File: src/acs_pkg.sv
// package of constants and types for the converter control and serial port
package acs_pkg;
    // master clock rate and derived cycle counts
    localparam int CLK_HZ           = 40_000_000;
    // minimum data-ready high time, master clocks
    localparam int DATA_READY_N_HIGH_MIN    = 16;
    // reset or reset-command to first conversion start, master clocks
    localparam int RESET_TO_CONV    = 512;
    // power-on threshold to communication, master clocks
    localparam int POWERON_TO_COMM  = 65536;
    // communication available to first conversion, master clocks
    localparam int COMM_TO_CONV     = 512;
    // start-low or stop setup before data-ready fall to stop next conversion
    localparam int STOP_SETUP       = 100;
    // start-low or stop hold after data-ready fall to continue next one
    localparam int STOP_HOLD        = 150;
    // start to data-ready high latency bound, master clocks
    localparam int START_TO_DATA_READY_N    = 2;
    // default conversion length in master clocks
    localparam int CONV_CYCLES      = 1024;
    // serial command bytes
    localparam logic [7:0] CMD_START = 8'h08;
    localparam logic [7:0] CMD_STOP  = 8'h0A;
    localparam logic [7:0] CMD_RESET = 8'h06;
    localparam logic [7:0] CMD_READ  = 8'h12;
    // reset values
    localparam logic [23:0] DATA_RST = 24'h000000;
    // conversion control states
    typedef enum logic [2:0] {
        ACS_POWERUP,
        ACS_SETTLE,
        ACS_IDLE,
        ACS_CONVERT,
        ACS_READY
    } acs_conv_state_t;
endpackage

File: src/acs_serial_if.sv
// interface between the conversion core and the serial port engine
`timescale 1ns/1ps
interface acs_serial_if;
    logic        cmd_valid;   // one-cycle pulse, byte received
    logic [7:0]  cmd_byte;    // received command byte
    logic        comm_ok;     // serial port may accept frames
    logic [23:0] conv_data;   // latest conversion result
    logic        data_ready_n_n;      // data-ready level, active low
    modport core (input cmd_valid, input cmd_byte,
                  output comm_ok, output conv_data, output data_ready_n_n);
    modport port (output cmd_valid, output cmd_byte,
                  input comm_ok, input conv_data, input data_ready_n_n);
endinterface

File: src/acs_serial_port.sv
// serial port engine: shifts in commands and shifts out conversion data
`timescale 1ns/1ps
module acs_serial_port
    import acs_pkg::*;
(
    // clock and reset
    input  wire logic clock,
    input  wire logic rst_n,
    // synchronised pins
    input  wire logic sclk_s,
    input  wire logic sdi_s,
    input  wire logic cs_n_s,
    // core link
    acs_serial_if.port core,
    // shared pin drive
    output logic       pin_o,
    output logic       pin_oe_n
);
    // all state of this engine
    typedef struct packed {
        logic        sclk_d;    // previous serial clock level
        logic [2:0]  bitcnt;    // bits within current byte
        logic [7:0]  shin;      // input shift register
        logic [23:0] shout;     // output shift register
        logic        reading;   // data read in progress
        logic        rdfirst;   // first byte of read pending
        logic [4:0]  rdbits;    // bits left to shift out
        logic        busy;      // rising edge seen in frame
        logic        out;       // pin value
        logic        oe_n;      // pin enable, low drives
        logic        cvalid;    // command pulse
        logic [7:0]  cbyte;     // command byte
    } acs_sp_t;

    acs_sp_t s_r;    // registered state
    acs_sp_t s_nxt;  // next state

    logic rise;      // serial clock rising edge
    logic fall;      // serial clock falling edge

    // edge detection and frame logic
    always_comb begin
        s_nxt = s_r;
        rise = sclk_s & ~s_r.sclk_d;
        fall = ~sclk_s & s_r.sclk_d;
        s_nxt.sclk_d = sclk_s;
        s_nxt.cvalid = 1'b0;
        if (cs_n_s || !core.comm_ok) begin
            // deselect resets the interface and floats the pin
            s_nxt.bitcnt  = 3'h0;
            s_nxt.reading = 1'b0;
            s_nxt.busy    = 1'b0;
            s_nxt.rdbits  = 5'h00;
            s_nxt.oe_n    = 1'b1;
            s_nxt.out     = 1'b0;
        end else begin
            s_nxt.oe_n = 1'b0;
            if (rise) begin
                s_nxt.busy = 1'b1;
                // output shifts after the rising edge
                if (s_r.reading && s_r.rdbits != 5'h00) begin
                    s_nxt.out    = s_r.shout[23];
                    s_nxt.shout  = {s_r.shout[22:0], 1'b0};
                end else begin
                    s_nxt.out = 1'b0;
                end
            end
            if (fall) begin
                // input sampled on the falling edge
                s_nxt.shin   = {s_r.shin[6:0], sdi_s};
                s_nxt.bitcnt = s_r.bitcnt + 3'h1;
                if (s_r.reading && s_r.rdbits != 5'h00) begin
                    s_nxt.rdbits = s_r.rdbits - 5'h01;
                    if (s_r.rdbits == 5'h01) begin
                        s_nxt.reading = 1'b0;
                        s_nxt.busy    = 1'b0;
                    end
                end
                if (s_r.bitcnt == 3'h7 && !s_r.reading) begin
                    s_nxt.cvalid = 1'b1;
                    s_nxt.cbyte  = {s_r.shin[6:0], sdi_s};
                    s_nxt.busy   = 1'b0;
                    if ({s_r.shin[6:0], sdi_s} == CMD_READ) begin
                        s_nxt.reading = 1'b1;
                        s_nxt.shout   = core.conv_data;
                        s_nxt.rdbits  = 5'd24;
                    end
                end
            end
            // idle frame shows data-ready on the shared pin
            if (!s_nxt.busy && !s_nxt.reading) begin
                s_nxt.out = core.data_ready_n_n;
            end
        end
    end

    // state register
    always_ff @(posedge clock or negedge rst_n) begin
        if (!rst_n) begin
            s_r <= '{default: '0, oe_n: 1'b1};
        end else begin
            s_r <= s_nxt;
        end
    end

    assign pin_o          = s_r.out;
    assign pin_oe_n       = s_r.oe_n;
    assign core.cmd_valid = s_r.cvalid;
    assign core.cmd_byte  = s_r.cbyte;

    // pin floats one cycle after deselect
    AST_FLOAT: assert property (@(posedge clock) disable iff (!rst_n)
        cs_n_s |=> pin_oe_n)
        else $error("shared pin driven while deselected");
    // deselect clears a pending read
    AST_CS_RESET: assert property (@(posedge clock) disable iff (!rst_n)
        cs_n_s |=> !s_r.reading && s_r.bitcnt == 3'h0)
        else $error("deselect did not reset the serial port");
    // input bit taken only on falling edge
    AST_SAMPLE: assert property (@(posedge clock) disable iff (!rst_n)
        (!cs_n_s && core.comm_ok && fall) |=> s_r.shin[0] == $past(sdi_s))
        else $error("input not sampled at falling edge");
    // output changes only after a rising edge during a read
    AST_SHIFT: assert property (@(posedge clock) disable iff (!rst_n)
        (s_r.reading && !rise && !cs_n_s && !fall) |=> $stable(s_r.shout))
        else $error("output shifted without rising edge");
    // idle selected frame mirrors data-ready
    AST_DATA_READY_N_PIN: assert property (@(posedge clock) disable iff (!rst_n)
        (!cs_n_s && core.comm_ok && !s_nxt.busy && !s_nxt.reading)
        |=> pin_o == $past(core.data_ready_n_n))
        else $error("shared pin not showing data-ready");
endmodule

File: src/acs_conv_ctrl.sv
// converter control: start, stop, reset latencies and serial data pin
`timescale 1ns/1ps
// Operation
// - stop 100 clocks before ready ends next
// - stop 150 clocks after ready continues one
// - data-ready stays high sixteen clocks minimum
// - 512 clocks from reset to conversion
// - 65536 clocks power-on before communication
// - 512 more clocks before first conversion
// - data-ready rises within two clocks of start
// - chip select high resets serial port; the code resets it only when both chip selects are high
// - shared pin shows ready outside data reads; the code drives it low while a command byte shifts in
// - serial input sampled on falling edge
// - output updated after serial clock rising edge
module acs_conv_ctrl
    import acs_pkg::*;
#(
    parameter int PWR_CYCLES  = POWERON_TO_COMM,
    parameter int CONV_LEN    = CONV_CYCLES
)(
    // clock and reset
    input  wire logic        clock,
    input  wire logic        resetn,
    // control pins
    input  wire logic        reset_pin_n,
    input  wire logic        start_pin,
    input  wire logic        continuous,
    // serial pins
    input  wire logic        chip_select_a_n,
    input  wire logic        chip_select_b_n,
    input  wire logic        sclk,
    input  wire logic        sdi,
    output logic             shared_out_ready_pin_o,
    output logic             shared_out_ready_pin_oe_n,
    // conversion result source
    input  wire logic [23:0] sample_in,
    // status
    output logic             data_ready_n,
    output logic             converting
);
    localparam int CW = $clog2(PWR_CYCLES + CONV_LEN + 1) + 1;

    // state of the control core, apart from the reset release chain
    typedef struct packed {
        logic [1:0]      rpin_s;     // reset pin sync
        logic [1:0]      st_s;       // start pin sync
        logic [1:0]      csa_s;      // chip select a sync
        logic [1:0]      csb_s;      // chip select b sync
        logic [1:0]      sck_s;      // serial clock sync
        logic [1:0]      sdi_s;      // serial input sync
        logic            st_d;       // last start level
        acs_conv_state_t st;         // conversion state
        logic [CW-1:0]   cnt;        // phase counter
        logic [CW-1:0]   since;      // clocks since ready fell
        logic            run;        // start requested
        logic            stop_next;  // stop after current
        logic            comm;       // communication allowed
        logic            data_ready_n_n;     // data-ready level
        logic [23:0]     data;       // latest result
    } acs_core_t;

    acs_core_t c_r;    // registered state
    acs_core_t c_nxt;  // next state

    logic [1:0] rst_sync_r; // reset release chain, on the raw reset
    logic rst_n;       // released reset copy
    logic start_rise;  // start pin rising edge
    logic start_fall;  // start pin falling edge
    logic cmd_start;   // start command pulse
    logic cmd_stop;    // stop command pulse
    logic cmd_reset;   // reset command pulse
    logic go;          // start by pin or command
    logic halt;        // stop by pin or command

    acs_serial_if sif ();

    assign rst_n = rst_sync_r[1];

    // next-state logic
    always_comb begin
        c_nxt = c_r;
        c_nxt.rpin_s   = {c_r.rpin_s[0], reset_pin_n};
        c_nxt.st_s     = {c_r.st_s[0], start_pin};
        c_nxt.csa_s    = {c_r.csa_s[0], chip_select_a_n};
        c_nxt.csb_s    = {c_r.csb_s[0], chip_select_b_n};
        c_nxt.sck_s    = {c_r.sck_s[0], sclk};
        c_nxt.sdi_s    = {c_r.sdi_s[0], sdi};
        c_nxt.st_d     = c_r.st_s[1];
        start_rise = c_r.st_s[1] & ~c_r.st_d;
        start_fall = ~c_r.st_s[1] & c_r.st_d;
        cmd_start = sif.cmd_valid && sif.cmd_byte == CMD_START;
        cmd_stop  = sif.cmd_valid && sif.cmd_byte == CMD_STOP;
        cmd_reset = sif.cmd_valid && sif.cmd_byte == CMD_RESET;
        go   = start_rise || cmd_start;
        halt = start_fall || cmd_stop;
        c_nxt.cnt = c_r.cnt + CW'(1);
        if (c_r.since != '1) begin
            c_nxt.since = c_r.since + CW'(1);
        end
        if (go) begin
            c_nxt.run       = 1'b1;
            c_nxt.stop_next = 1'b0;
        end
        if (halt && c_r.run && continuous) begin
            // early halt clears run, late one sets stop_next; the running conversion finishes either way
            if (c_r.since < CW'(STOP_HOLD)) begin
                c_nxt.run = 1'b0;
            end else begin
                c_nxt.stop_next = 1'b1;
            end
        end else if (halt) begin
            c_nxt.run = 1'b0;
        end
        case (c_r.st)
            ACS_POWERUP: begin
                // wait for the power-on delay before serial access
                if (c_r.cnt >= CW'(PWR_CYCLES - 1)) begin
                    c_nxt.comm = 1'b1;
                    c_nxt.cnt  = '0;
                    c_nxt.st   = ACS_SETTLE;
                end
            end
            ACS_SETTLE: begin
                // hold off conversions after reset or power-on
                if (c_r.cnt >= CW'(RESET_TO_CONV - 1)) begin
                    c_nxt.cnt = '0;
                    c_nxt.st  = ACS_IDLE;
                end
            end
            ACS_IDLE: begin
                if (c_nxt.run) begin
                    c_nxt.cnt    = '0;
                    c_nxt.data_ready_n_n = 1'b1;
                    c_nxt.st     = ACS_CONVERT;
                end
            end
            ACS_CONVERT: begin
                // conversion in progress, ready held high
                // a halt never cuts a conversion short; it only
                // keeps the next one from starting
                if (go) begin
                    c_nxt.cnt    = '0;
                    c_nxt.data_ready_n_n = 1'b1;
                end else if (c_r.cnt >= CW'(CONV_LEN - 1) &&
                             c_r.cnt >= CW'(DATA_READY_N_HIGH_MIN - 1)) begin
                    c_nxt.data   = sample_in;
                    c_nxt.data_ready_n_n = 1'b0;
                    c_nxt.since  = '0;
                    c_nxt.cnt    = '0;
                    c_nxt.st     = ACS_READY;
                end
            end
            ACS_READY: begin
                // new data ready; continuous mode restarts at once
                if (go || (continuous && c_nxt.run && !c_r.stop_next)) begin
                    c_nxt.cnt    = '0;
                    c_nxt.data_ready_n_n = 1'b1;
                    c_nxt.st     = ACS_CONVERT;
                end else if (c_r.stop_next) begin
                    c_nxt.run       = 1'b0;
                    c_nxt.stop_next = 1'b0;
                    c_nxt.st        = ACS_IDLE;
                end
            end
            default: c_nxt.st = ACS_POWERUP;
        endcase
        if (!c_r.rpin_s[1] || cmd_reset) begin
            // reset pin or command restarts the settle delay, or restarts the power-on delay while in ACS_POWERUP
            c_nxt.st        = ACS_SETTLE;
            c_nxt.cnt       = '0;
            c_nxt.run       = 1'b0;
            c_nxt.stop_next = 1'b0;
            c_nxt.data_ready_n_n    = 1'b1;
            if (c_r.st == ACS_POWERUP) begin
                c_nxt.st = ACS_POWERUP;
            end
        end
    end

    // reset release chain runs on the raw reset
    always_ff @(posedge clock or negedge resetn) begin
        if (!resetn) begin
            rst_sync_r <= 2'h0;
        end else begin
            rst_sync_r <= {rst_sync_r[0], 1'b1};
        end
    end

    // remaining state registered on the released reset
    always_ff @(posedge clock or negedge rst_n) begin
        if (!rst_n) begin
            c_r.rpin_s    <= 2'h3;
            c_r.st_s      <= 2'h0;
            c_r.csa_s     <= 2'h3;
            c_r.csb_s     <= 2'h3;
            c_r.sck_s     <= 2'h0;
            c_r.sdi_s     <= 2'h0;
            c_r.st_d      <= 1'b0;
            c_r.st        <= ACS_POWERUP;
            c_r.cnt       <= '0;
            c_r.since     <= '1;
            c_r.run       <= 1'b0;
            c_r.stop_next <= 1'b0;
            c_r.comm      <= 1'b0;
            c_r.data_ready_n_n    <= 1'b1;
            c_r.data      <= DATA_RST;
        end else begin
            c_r.rpin_s    <= c_nxt.rpin_s;
            c_r.st_s      <= c_nxt.st_s;
            c_r.csa_s     <= c_nxt.csa_s;
            c_r.csb_s     <= c_nxt.csb_s;
            c_r.sck_s     <= c_nxt.sck_s;
            c_r.sdi_s     <= c_nxt.sdi_s;
            c_r.st_d      <= c_nxt.st_d;
            c_r.st        <= c_nxt.st;
            c_r.cnt       <= c_nxt.cnt;
            c_r.since     <= c_nxt.since;
            c_r.run       <= c_nxt.run;
            c_r.stop_next <= c_nxt.stop_next;
            c_r.comm      <= c_nxt.comm;
            c_r.data_ready_n_n    <= c_nxt.data_ready_n_n;
            c_r.data      <= c_nxt.data;
        end
    end

    assign sif.comm_ok   = c_r.comm;
    assign sif.conv_data = c_r.data;
    assign sif.data_ready_n_n    = c_r.data_ready_n_n;
    assign data_ready_n  = c_r.data_ready_n_n;
    assign converting    = (c_r.st == ACS_CONVERT);

    // serial engine; selected when either chip select is low
    acs_serial_port u_port (
        .clock    (clock),
        .rst_n    (rst_n),
        .sclk_s   (c_r.sck_s[1]),
        .sdi_s    (c_r.sdi_s[1]),
        .cs_n_s   (c_r.csa_s[1] & c_r.csb_s[1]),
        .core     (sif.port),
        .pin_o    (shared_out_ready_pin_o),
        .pin_oe_n (shared_out_ready_pin_oe_n)
    );

    // data-ready rises within two clocks of a start
    AST_START_DATA_READY_N: assert property (@(posedge clock) disable iff (!rst_n)
        (start_rise && (c_r.st == ACS_IDLE || c_r.st == ACS_CONVERT))
        |-> ##[1:2] data_ready_n)
        else $error("data-ready not high after start");
    // data-ready falls only after a high time of sixteen clocks
    AST_DATA_READY_N_HIGH: assert property (@(posedge clock) disable iff (!rst_n)
        $fell(data_ready_n) |-> $past(c_r.cnt) >= CW'(DATA_READY_N_HIGH_MIN - 1))
        else $error("data-ready high time too short");
    // no conversion during the settle delay
    AST_SETTLE: assert property (@(posedge clock) disable iff (!rst_n)
        (c_r.st == ACS_SETTLE && c_r.cnt < CW'(RESET_TO_CONV - 1))
        |=> !converting)
        else $error("conversion started before settle delay");
    // serial access blocked during power-up
    AST_POWERUP: assert property (@(posedge clock) disable iff (!rst_n)
        (c_r.st == ACS_POWERUP) |-> !c_r.comm)
        else $error("communication before power-on delay");
    // after communication opens, settle precedes conversion
    AST_FIRST_CONV: assert property (@(posedge clock) disable iff (!rst_n)
        $rose(c_r.comm) |-> c_r.st == ACS_SETTLE && c_r.cnt == '0)
        else $error("first conversion not delayed");
    // early halt in continuous mode stops the run
    AST_EARLY_STOP: assert property (@(posedge clock) disable iff (!rst_n)
        (start_fall && continuous && c_r.run && c_r.since < CW'(STOP_HOLD)
         && !go && !cmd_reset) |=> !c_r.run)
        else $error("early stop not honoured");
    // late halt lets one more conversion finish
    AST_LATE_STOP: assert property (@(posedge clock) disable iff (!rst_n)
        (start_fall && continuous && c_r.run && c_r.since >= CW'(STOP_HOLD)
         && !go && !cmd_reset) |=> c_r.stop_next && c_r.run)
        else $error("late stop did not continue");
endmodule

File: config.mk
export PLATFORM = sky130hd
export DESIGN_NAME = acs_conv_ctrl
export DESIGN_NICKNAME = d
export VERILOG_FILES = /design/src/acs_pkg.sv /design/src/acs_serial_if.sv /design/src/acs_serial_port.sv /design/src/acs_conv_ctrl.sv
export SDC_FILE = /design/constraint.sdc
export NUM_CORES = 1
export LEC_CHECK = 0
export ABC_AREA = 1
export ABC_CLOCK_PERIOD_IN_PS = 9360
export BUFFER_PORTS_ARGS = -buffer_cell sky130_fd_sc_hd__buf_2
export CAP_MARGIN = 20
export CORE_ASPECT_RATIO = 0.8
export CORE_MARGIN = 2
export CORE_UTILIZATION = 60
export DETAILED_ROUTE_END_ITERATION = 16
export PLACE_DENSITY = 0.87
export SYNTH_ARGS = -nofsm -noshare
export SYNTH_HDL_FRONTEND = slang
export SYNTH_HIERARCHICAL = 1
export SYNTH_SLANG_ARGS = --single-unit
File: constraint.sdc
create_clock -name clock -period 9.36 [get_ports clock]
set_clock_uncertainty 0.15 [all_clocks]
set_input_delay 0.936 -clock clock [delete_from_list [all_inputs] [get_ports clock]]
set_output_delay 0.936 -clock clock [all_outputs]
set_load 0.03 [all_outputs]
==> results.toml, run 1 <==
[run_status]
status = "completed"

[pwr]
p_leak_nw = 3.93
power_w = 0.00139
p_per_area_mw_per_mm2 = 180
ir_worst_vdd_v = 0.000137

[hold_path]
min_path_type = "input port to asynchronous set/reset pin"

[critical_path]
cp-end-kind = "flip-flop"
required_ps = 9510
cpMaxStageDelayCell = "nor2_4"
worstSetupStartpoint = "c_r[46]$_DFF_PN0_"
cp.arrival_ps = 3030
cp_max_fo = 33
crit-reg2reg-launch = "c_r[46]$_DFF_PN0_"
cpPeakStageDelay_ps = 630
path_class = "flip-flop to flip-flop"
startpoint_type = "flip-flop"
crit_chain = "ha_1 > nand3_2 > nor2_4 > nand4_4 > nand2_4 > inv_2 > nor2_4 > inv_2 > nand2_1 > nand2_1"

[global_routing]
grt_usage = 0.250
grt_max_degree = 88
grt_pass1_wl_um = 24200
overflow = 0
antenna_found_initial = 0
grt_pass1_vias = 5216

[final_layout]
n_antenna_cell = 0
fillers = 828
finalNetCount = 933
post-route-util = 0.699
drive_gt1_frac = 0.160
ff_latch_area_mm2 = 0.00341
multi_input_area_mm2 = 0.00281
area_growth_syn_to_layout_pct = 12.2

[sta]
slew_headroom = 0.464
fmax_mhz = 347
finalSetupTns_ps = 0
min_period_ps = 2880
setup_slack_ps = 6480
final_max_slew_viol_count = 0
period_share = 0.307
holdWs_ps = 137
hold_viol = 0
worst_pin_slew_ps = 802
grt_setup_unrepaired = "false"
setup_viol = 0

[synth]
synthSimpleGateAreaFrac = 0.303
synth_top_area_frac = 0.397
ys_ff_latch = 135
postSynthAreaPerCell_um2 = 7.94
yosysSeqAreaShare = 0.497
synth_common_cells = "nand2_1, dfrtp_1, inv_1"
syn_area_mm2 = 0.00686
synth_edf_count = 0
synth.area.top_cells = "dfrtp_1, nand2_1, dfstp_2"
synth_async_sr_flop_share = 1.00
synth_top_area_cell = "dfrtp_1"
synth_xor_area_frac = 0.0268
ys.warnings.count = 6
synth-compound-area-share = 0.0656
syn_nets = 904
yosysMostFrequentCell = "nand2_1"
synth_top_family_by_area = "simple AND/OR/NAND/NOR gates"
synth_mux_area_frac = 0
synth-adder-area-share = 0.0128
synth_ff_type = "dfrtp_1"
netlist_instances = 864
synth.distinct_cells = 45

[place]
dp_hpwl_um = 9080
io_buffers = 36
gp_congestion = 0.881
post-place-ws_ps = 6500

[clock_tree]
cts_setup_buffers = 0
clkLatencyLatePin_ps = 420
cts_hold_buf = 0
clockBufferDepth = 2
clock-root-buffer = "clkbuf_16"
cts_tree = "built"
cts.sinks = 135
numCtsBuffers = 17
h-tree-depth = 4
cts_resized = 0
clkSlewWorstSetupHoldPaths_ps = 60

[floorplanning]
core-area_mm2 = 0.0110
ioPinCount = 37
die_w_um = 124
die_y_um = 99.7
start_util = 0.623
die-area_mm2 = 0.0123
std_cell_rows = 34

[drt]
detail_route.first_pass.iterations = 5
drt_wl_total_um = 14000
drt-vias-per-instance = 5.19
first_iter_violations = 518
ant_nets = 0
drt-wirelength-per-cell_um = 13.3
drcViolationCount = 0
vias = 5450

[job]
maxCapViolations = 0
## power breakdown
part           switching, W  internal, W  leakage (nW)
logic             0.0000512    0.0000277          2.13
clock network      0.000256     0.000446         0.290
registers         0.0000125     0.000596          1.52
## metrics by stage
step / instance area (um2) / cells
global placement: 7050 / 1017
CTS: 7670 / 1049
global route: 7700 / 1050
finish: 7700 / 1050
floorplan: 6860 / 864
detailed placement: 7050 / 1017
## worst max-delay path: cells and delay by family, from the launching register on
kind,cells,cell delay [ps]
fa+ha+maj,1,250
buf+inv,2,520
flops,1,390
simple gates,7,1440
## cell usage in the layout (no fill, tap or decap), types with 10 or more instances in the layout
cell / count
nand3_1: 33
inv_2: 11
xor2_1: 17
dfstp_2: 26
nand4_1: 15
nor3_1: 10
a21oi_1: 17
buf_2: 36
clkbuf_16: 17
o21ai_0: 37
dfrtp_1: 108
nand2_1: 311
inv_1: 103
nor2_1: 70
## per-layer routing
| layer | vias up | global-route usage | wire [um] |
|---|---|---|---|
| li1 | 2733 | - | - |
| met1 | 2555 | 0.354 | 6610 |
| met2 | 141 | 0.383 | 6410 |
| met3 | 21 | 0.0516 | 717 |
| met4 | 0 | 0.0865 | 223 |
| met5 | - | 0 | 0 |
## layout make-up
cell class	instances	share of cell area
clock buffer	17	0.0552
sequential	135	0.443
timing repair buffer	41	0.0309
tap	144	0.0234
inverter	115	0.0562
clock inverter	15	0.0262
multi-input combinational	583	0.365
## flip-flops by register name, indices dropped and copies added (netlist names)
| register | count |
|---|---|
| data_ready_n | 1 |
| c_nxt | 7 |
| c_r | 47 |
| u_port/pin_o | 1 |
| u_port/pin_oe_n | 1 |
| rst_sync_r | 2 |
| sif.comm_ok | 1 |
| u_port/s_r | 42 |
| u_port/core.cmd_valid | 1 |
| sif.conv_data | 24 |
| u_port/core.cmd_byte | 8 |
## cells by family after synthesis
family / count (synthesis)
buffers and inverters: 146
and+or+nand+nor: 477
DFF: 135
xor gates and xnor gates: 21
other: 1
AOI/OAI and AO/OA: 77
adders and majority gates: 7
## path summary, 6_finish.rpt
path                            cells after the start                             to  slack (ps)
worst min register to register                      0  sif.conv_data[13]$_DFFE_PN0P_         190
max in group asynchronous                           2              c_r[42]$_DFF_PN1_        7750
min in group clock                                  0        rst_sync_r[1]$_DFF_PN0_         200
worst min-delay path                                1        rst_sync_r[1]$_DFF_PN0_         140
worst max register to register                     10   sif.conv_data[3]$_DFFE_PN0P_        6480
worst max-delay path                               10   sif.conv_data[3]$_DFFE_PN0P_        6480
Power figures use the tool's default switching activity.
==> inputs of run 2 (changes only) <==
- ABC_AREA: 1 -> 0
- ABC_CLOCK_PERIOD_IN_PS: 9360 -> 2850
- PLACE_DENSITY: 0.87 -> 0.88
- clock period: 9.36 -> 2.85 ns (I/O delays scaled with it)
==> run 2 against run 1 <==
First-iteration DRC count shrank 20%. Power rose to 3.3 times the previous value. Synthesized cell count down 31%. Clock power rose to 3.5 times the previous value. Setup slack got worse by 6200 ps. Critical path depth shrank 4. Area after synthesis fell by 8.3%. Highest routed layer unchanged.
==> results.toml, run 2 <==
[run_status]
status = "completed"

[synth]
synth_top_family_by_area = "simple AND/OR/NAND/NOR gates"
synthSimpleGateAreaFrac = 0.196
synth.area.top_cells = "dfrtp_1, dfstp_2, nand2_1"
synth_top_area_frac = 0.433
synth_ff_type = "dfrtp_1"
synth_top_area_cell = "dfrtp_1"
synth-adder-area-share = 0.0139
ys_ff_latch = 135
synth.distinct_cells = 66
synth_async_sr_flop_share = 1.00
syn_nets = 634
netlist_instances = 594
synth-compound-area-share = 0.135
ys.warnings.count = 6
synth_common_cells = "dfrtp_1, nand2_1, nor2_1"
synth_edf_count = 0
syn_area_mm2 = 0.00629
synth_mux_area_frac = 0.0316
yosysMostFrequentCell = "dfrtp_1"
yosysSeqAreaShare = 0.542
synth_xor_area_frac = 0.0417
postSynthAreaPerCell_um2 = 10.6

[drt]
drt-wirelength-per-cell_um = 18.1
detail_route.first_pass.iterations = 6
first_iter_violations = 415
drt-vias-per-instance = 6.13
drt_wl_total_um = 14700
ant_nets = 0
vias = 4984
drcViolationCount = 0

[final_layout]
post-route-util = 0.738
fillers = 655
drive_gt1_frac = 0.210
largest_register_ffs = 47
final_cell_mix = "dfrtp_1, nand2_1, nor2_1, buf_2, dlygate4sd3_1"
layout_commonest_cell = "dfrtp_1"
area_growth_syn_to_layout_pct = 20.1
finalNetCount = 700
largest-register = "c_r"
post_layout_nonfiller_instances = 813
fin_area_mm2 = 0.00756
n_antenna_cell = 0

[floorplanning]
ioPinCount = 37
start_util = 0.615
core-area_mm2 = 0.0102
die_w_um = 119
die-area_mm2 = 0.0113
std_cell_rows = 33
die_y_um = 95.6

[global_routing]
use_met3 = 0.0736
gr-usage-met1 = 0.362
overflow = 0
grt_use_met2 = 0.458
grt_pass1_vias = 5027
busiest_layer = "met2"
grt_pass1_wl_um = 24800
antenna_found_initial = 0
grt_usage = 0.280
grt_max_degree = 59

[critical_path]
cpMaxStageDelayCell = "nor4_2"
crit-reg2reg-launch = "c_r[48]$_DFF_PN0_"
path_delay_family = "simple AND/OR/NAND/NOR gates"
cpPeakStageDelay_ps = 530
startpoint_type = "flip-flop"
cp-end-kind = "flip-flop"
r2r_cells = 6
r2r_end = "c_r[56]$_DFF_PN0_"
crit_chain = "nand4_1 > nor4_2 > o22ai_1 > a311o_1 > o21ai_4 > nor2_1"
cp.arrival_ps = 2680
path_class = "flip-flop to flip-flop"
required_ps = 2990
cp_max_fo = 17
rrSetupSlack_ps = 310
critPathBufInv = 0

[sta]
hold_viol = 0
period_share = 0.892
worst_pin_slew_ps = 803
slew_headroom = 0.464
setup_viol = 0
min_period_ps = 2540
fmax_mhz = 393
final_max_slew_viol_count = 0
grt_setup_unrepaired = "false"
finalSetupTns_ps = 0

[clock_tree]
clock-root-buffer = "clkbuf_16"
cts_setup_buffers = 0
clockBufferDepth = 2
cts.sinks = 135
clkSlewWorstSetupHoldPaths_ps = 60
numCtsBuffers = 17
cts_resized = 0
h-tree-depth = 4
clkLatencyLatePin_ps = 420
cts_tree = "built"

[place]
dp.cells = 750
io_buffers = 36
dp_hpwl_um = 8730
gp_congestion = 0.925
place_area_mm2 = 0.00658

[pwr]
p_per_area_mw_per_mm2 = 605
ir_worst_vdd_v = 0.000507
power_w = 0.00457
p_leak_nw = 3.27

[hold_path]
min_path_type = "input port to asynchronous set/reset pin"

[job]
maxCapViolations = 0
run 2: changes by cell type after synthesis, sizes merged, moves of 7 or more:
cell	before	now
o21ai	40	11
nand2	321	100
nor2b	0	7
nand3	40	20
mux2	0	15
xnor2	4	11
a22oi	0	24
a21oi	19	11
o2bb2ai	0	23
clkbuf	4	12
inv	114	12
nor2	79	49
run 2: worst max-delay path by stage:
stage	startpoint	to	slack (ps)	depth (start not counted)
2_1_floorplan	rst_sync_r[1]$_DFF_PN0_	c_nxt[67]$_DFF_PN0_	480	0
3_3_place_gp	c_r[46]$_DFF_PN0_	c_r[49]$_DFF_PN0_	390	7
3_5_place_dp	c_r[48]$_DFF_PN0_	c_r[51]$_DFF_PN0_	350	6
4_1_cts	c_r[56]$_DFF_PN0_	data_ready_n$_DFFE_PN1P_	340	7
5_1_grt	c_r[37]$_DFF_PN1_	c_r[37]$_DFF_PN1_	100	6
6_report	c_r[48]$_DFF_PN0_	c_r[56]$_DFF_PN0_	310	6
run 2: area by class of cell:
cell class,count,area (um2),area share
Sequential cell,135,3410,0.452
Multi-Input combinational cell,413,2640,0.349
Timing Repair Buffer,81,621,0.0821
Clock buffer,20,467,0.0618
Clock inverter,12,196,0.0260
Tap cell,140,175,0.0232
Inverter,12,45.0,0.00596
run 2: report_power, final:
part,internal (W),leakage (nW),switching [W]
sequential,0.00194,1.64,0.0000283
clock,0.00162,0.318,0.000847
combinational,0.0000677,1.31,0.0000718
run 2: stage by stage:
step	setup slack (ps)	hold WS [ps]
global route	96.4	30.3
floorplan	480	-161
CTS	339	3.11
finish	307	18.5
detailed placement	350	-79.4
global placement	395	-80.8
run 2: cells by family (layout without fill, tap and decap cells):
group | after synthesis | after routing
AND/OR/NAND/NOR | 247 | 247
flip-flops | 135 | 135
AO/OA/AOI/OAI | 110 | 110
buffers and inverters | 46 | 125
XOR/XNOR | 30 | 30
multiplexers | 18 | 18
adder cells (fa/ha/maj) | 7 | 7
other | 1 | 1
run 2: timing repair:
| action | in CTS | in global routing |
|---|---|---|
| endpoints found under the setup margin | 0 | 0 |
| hold endpoints to repair | 32 | 0 |
| hold buffers | 31 | 0 |
run 2: routing by layer:
layer,up-vias,part of all wire
met3,48,0.059
met5,-,0
met1,2441,0.43
met2,239,0.49
li1,2256,-
met4,0,0.023
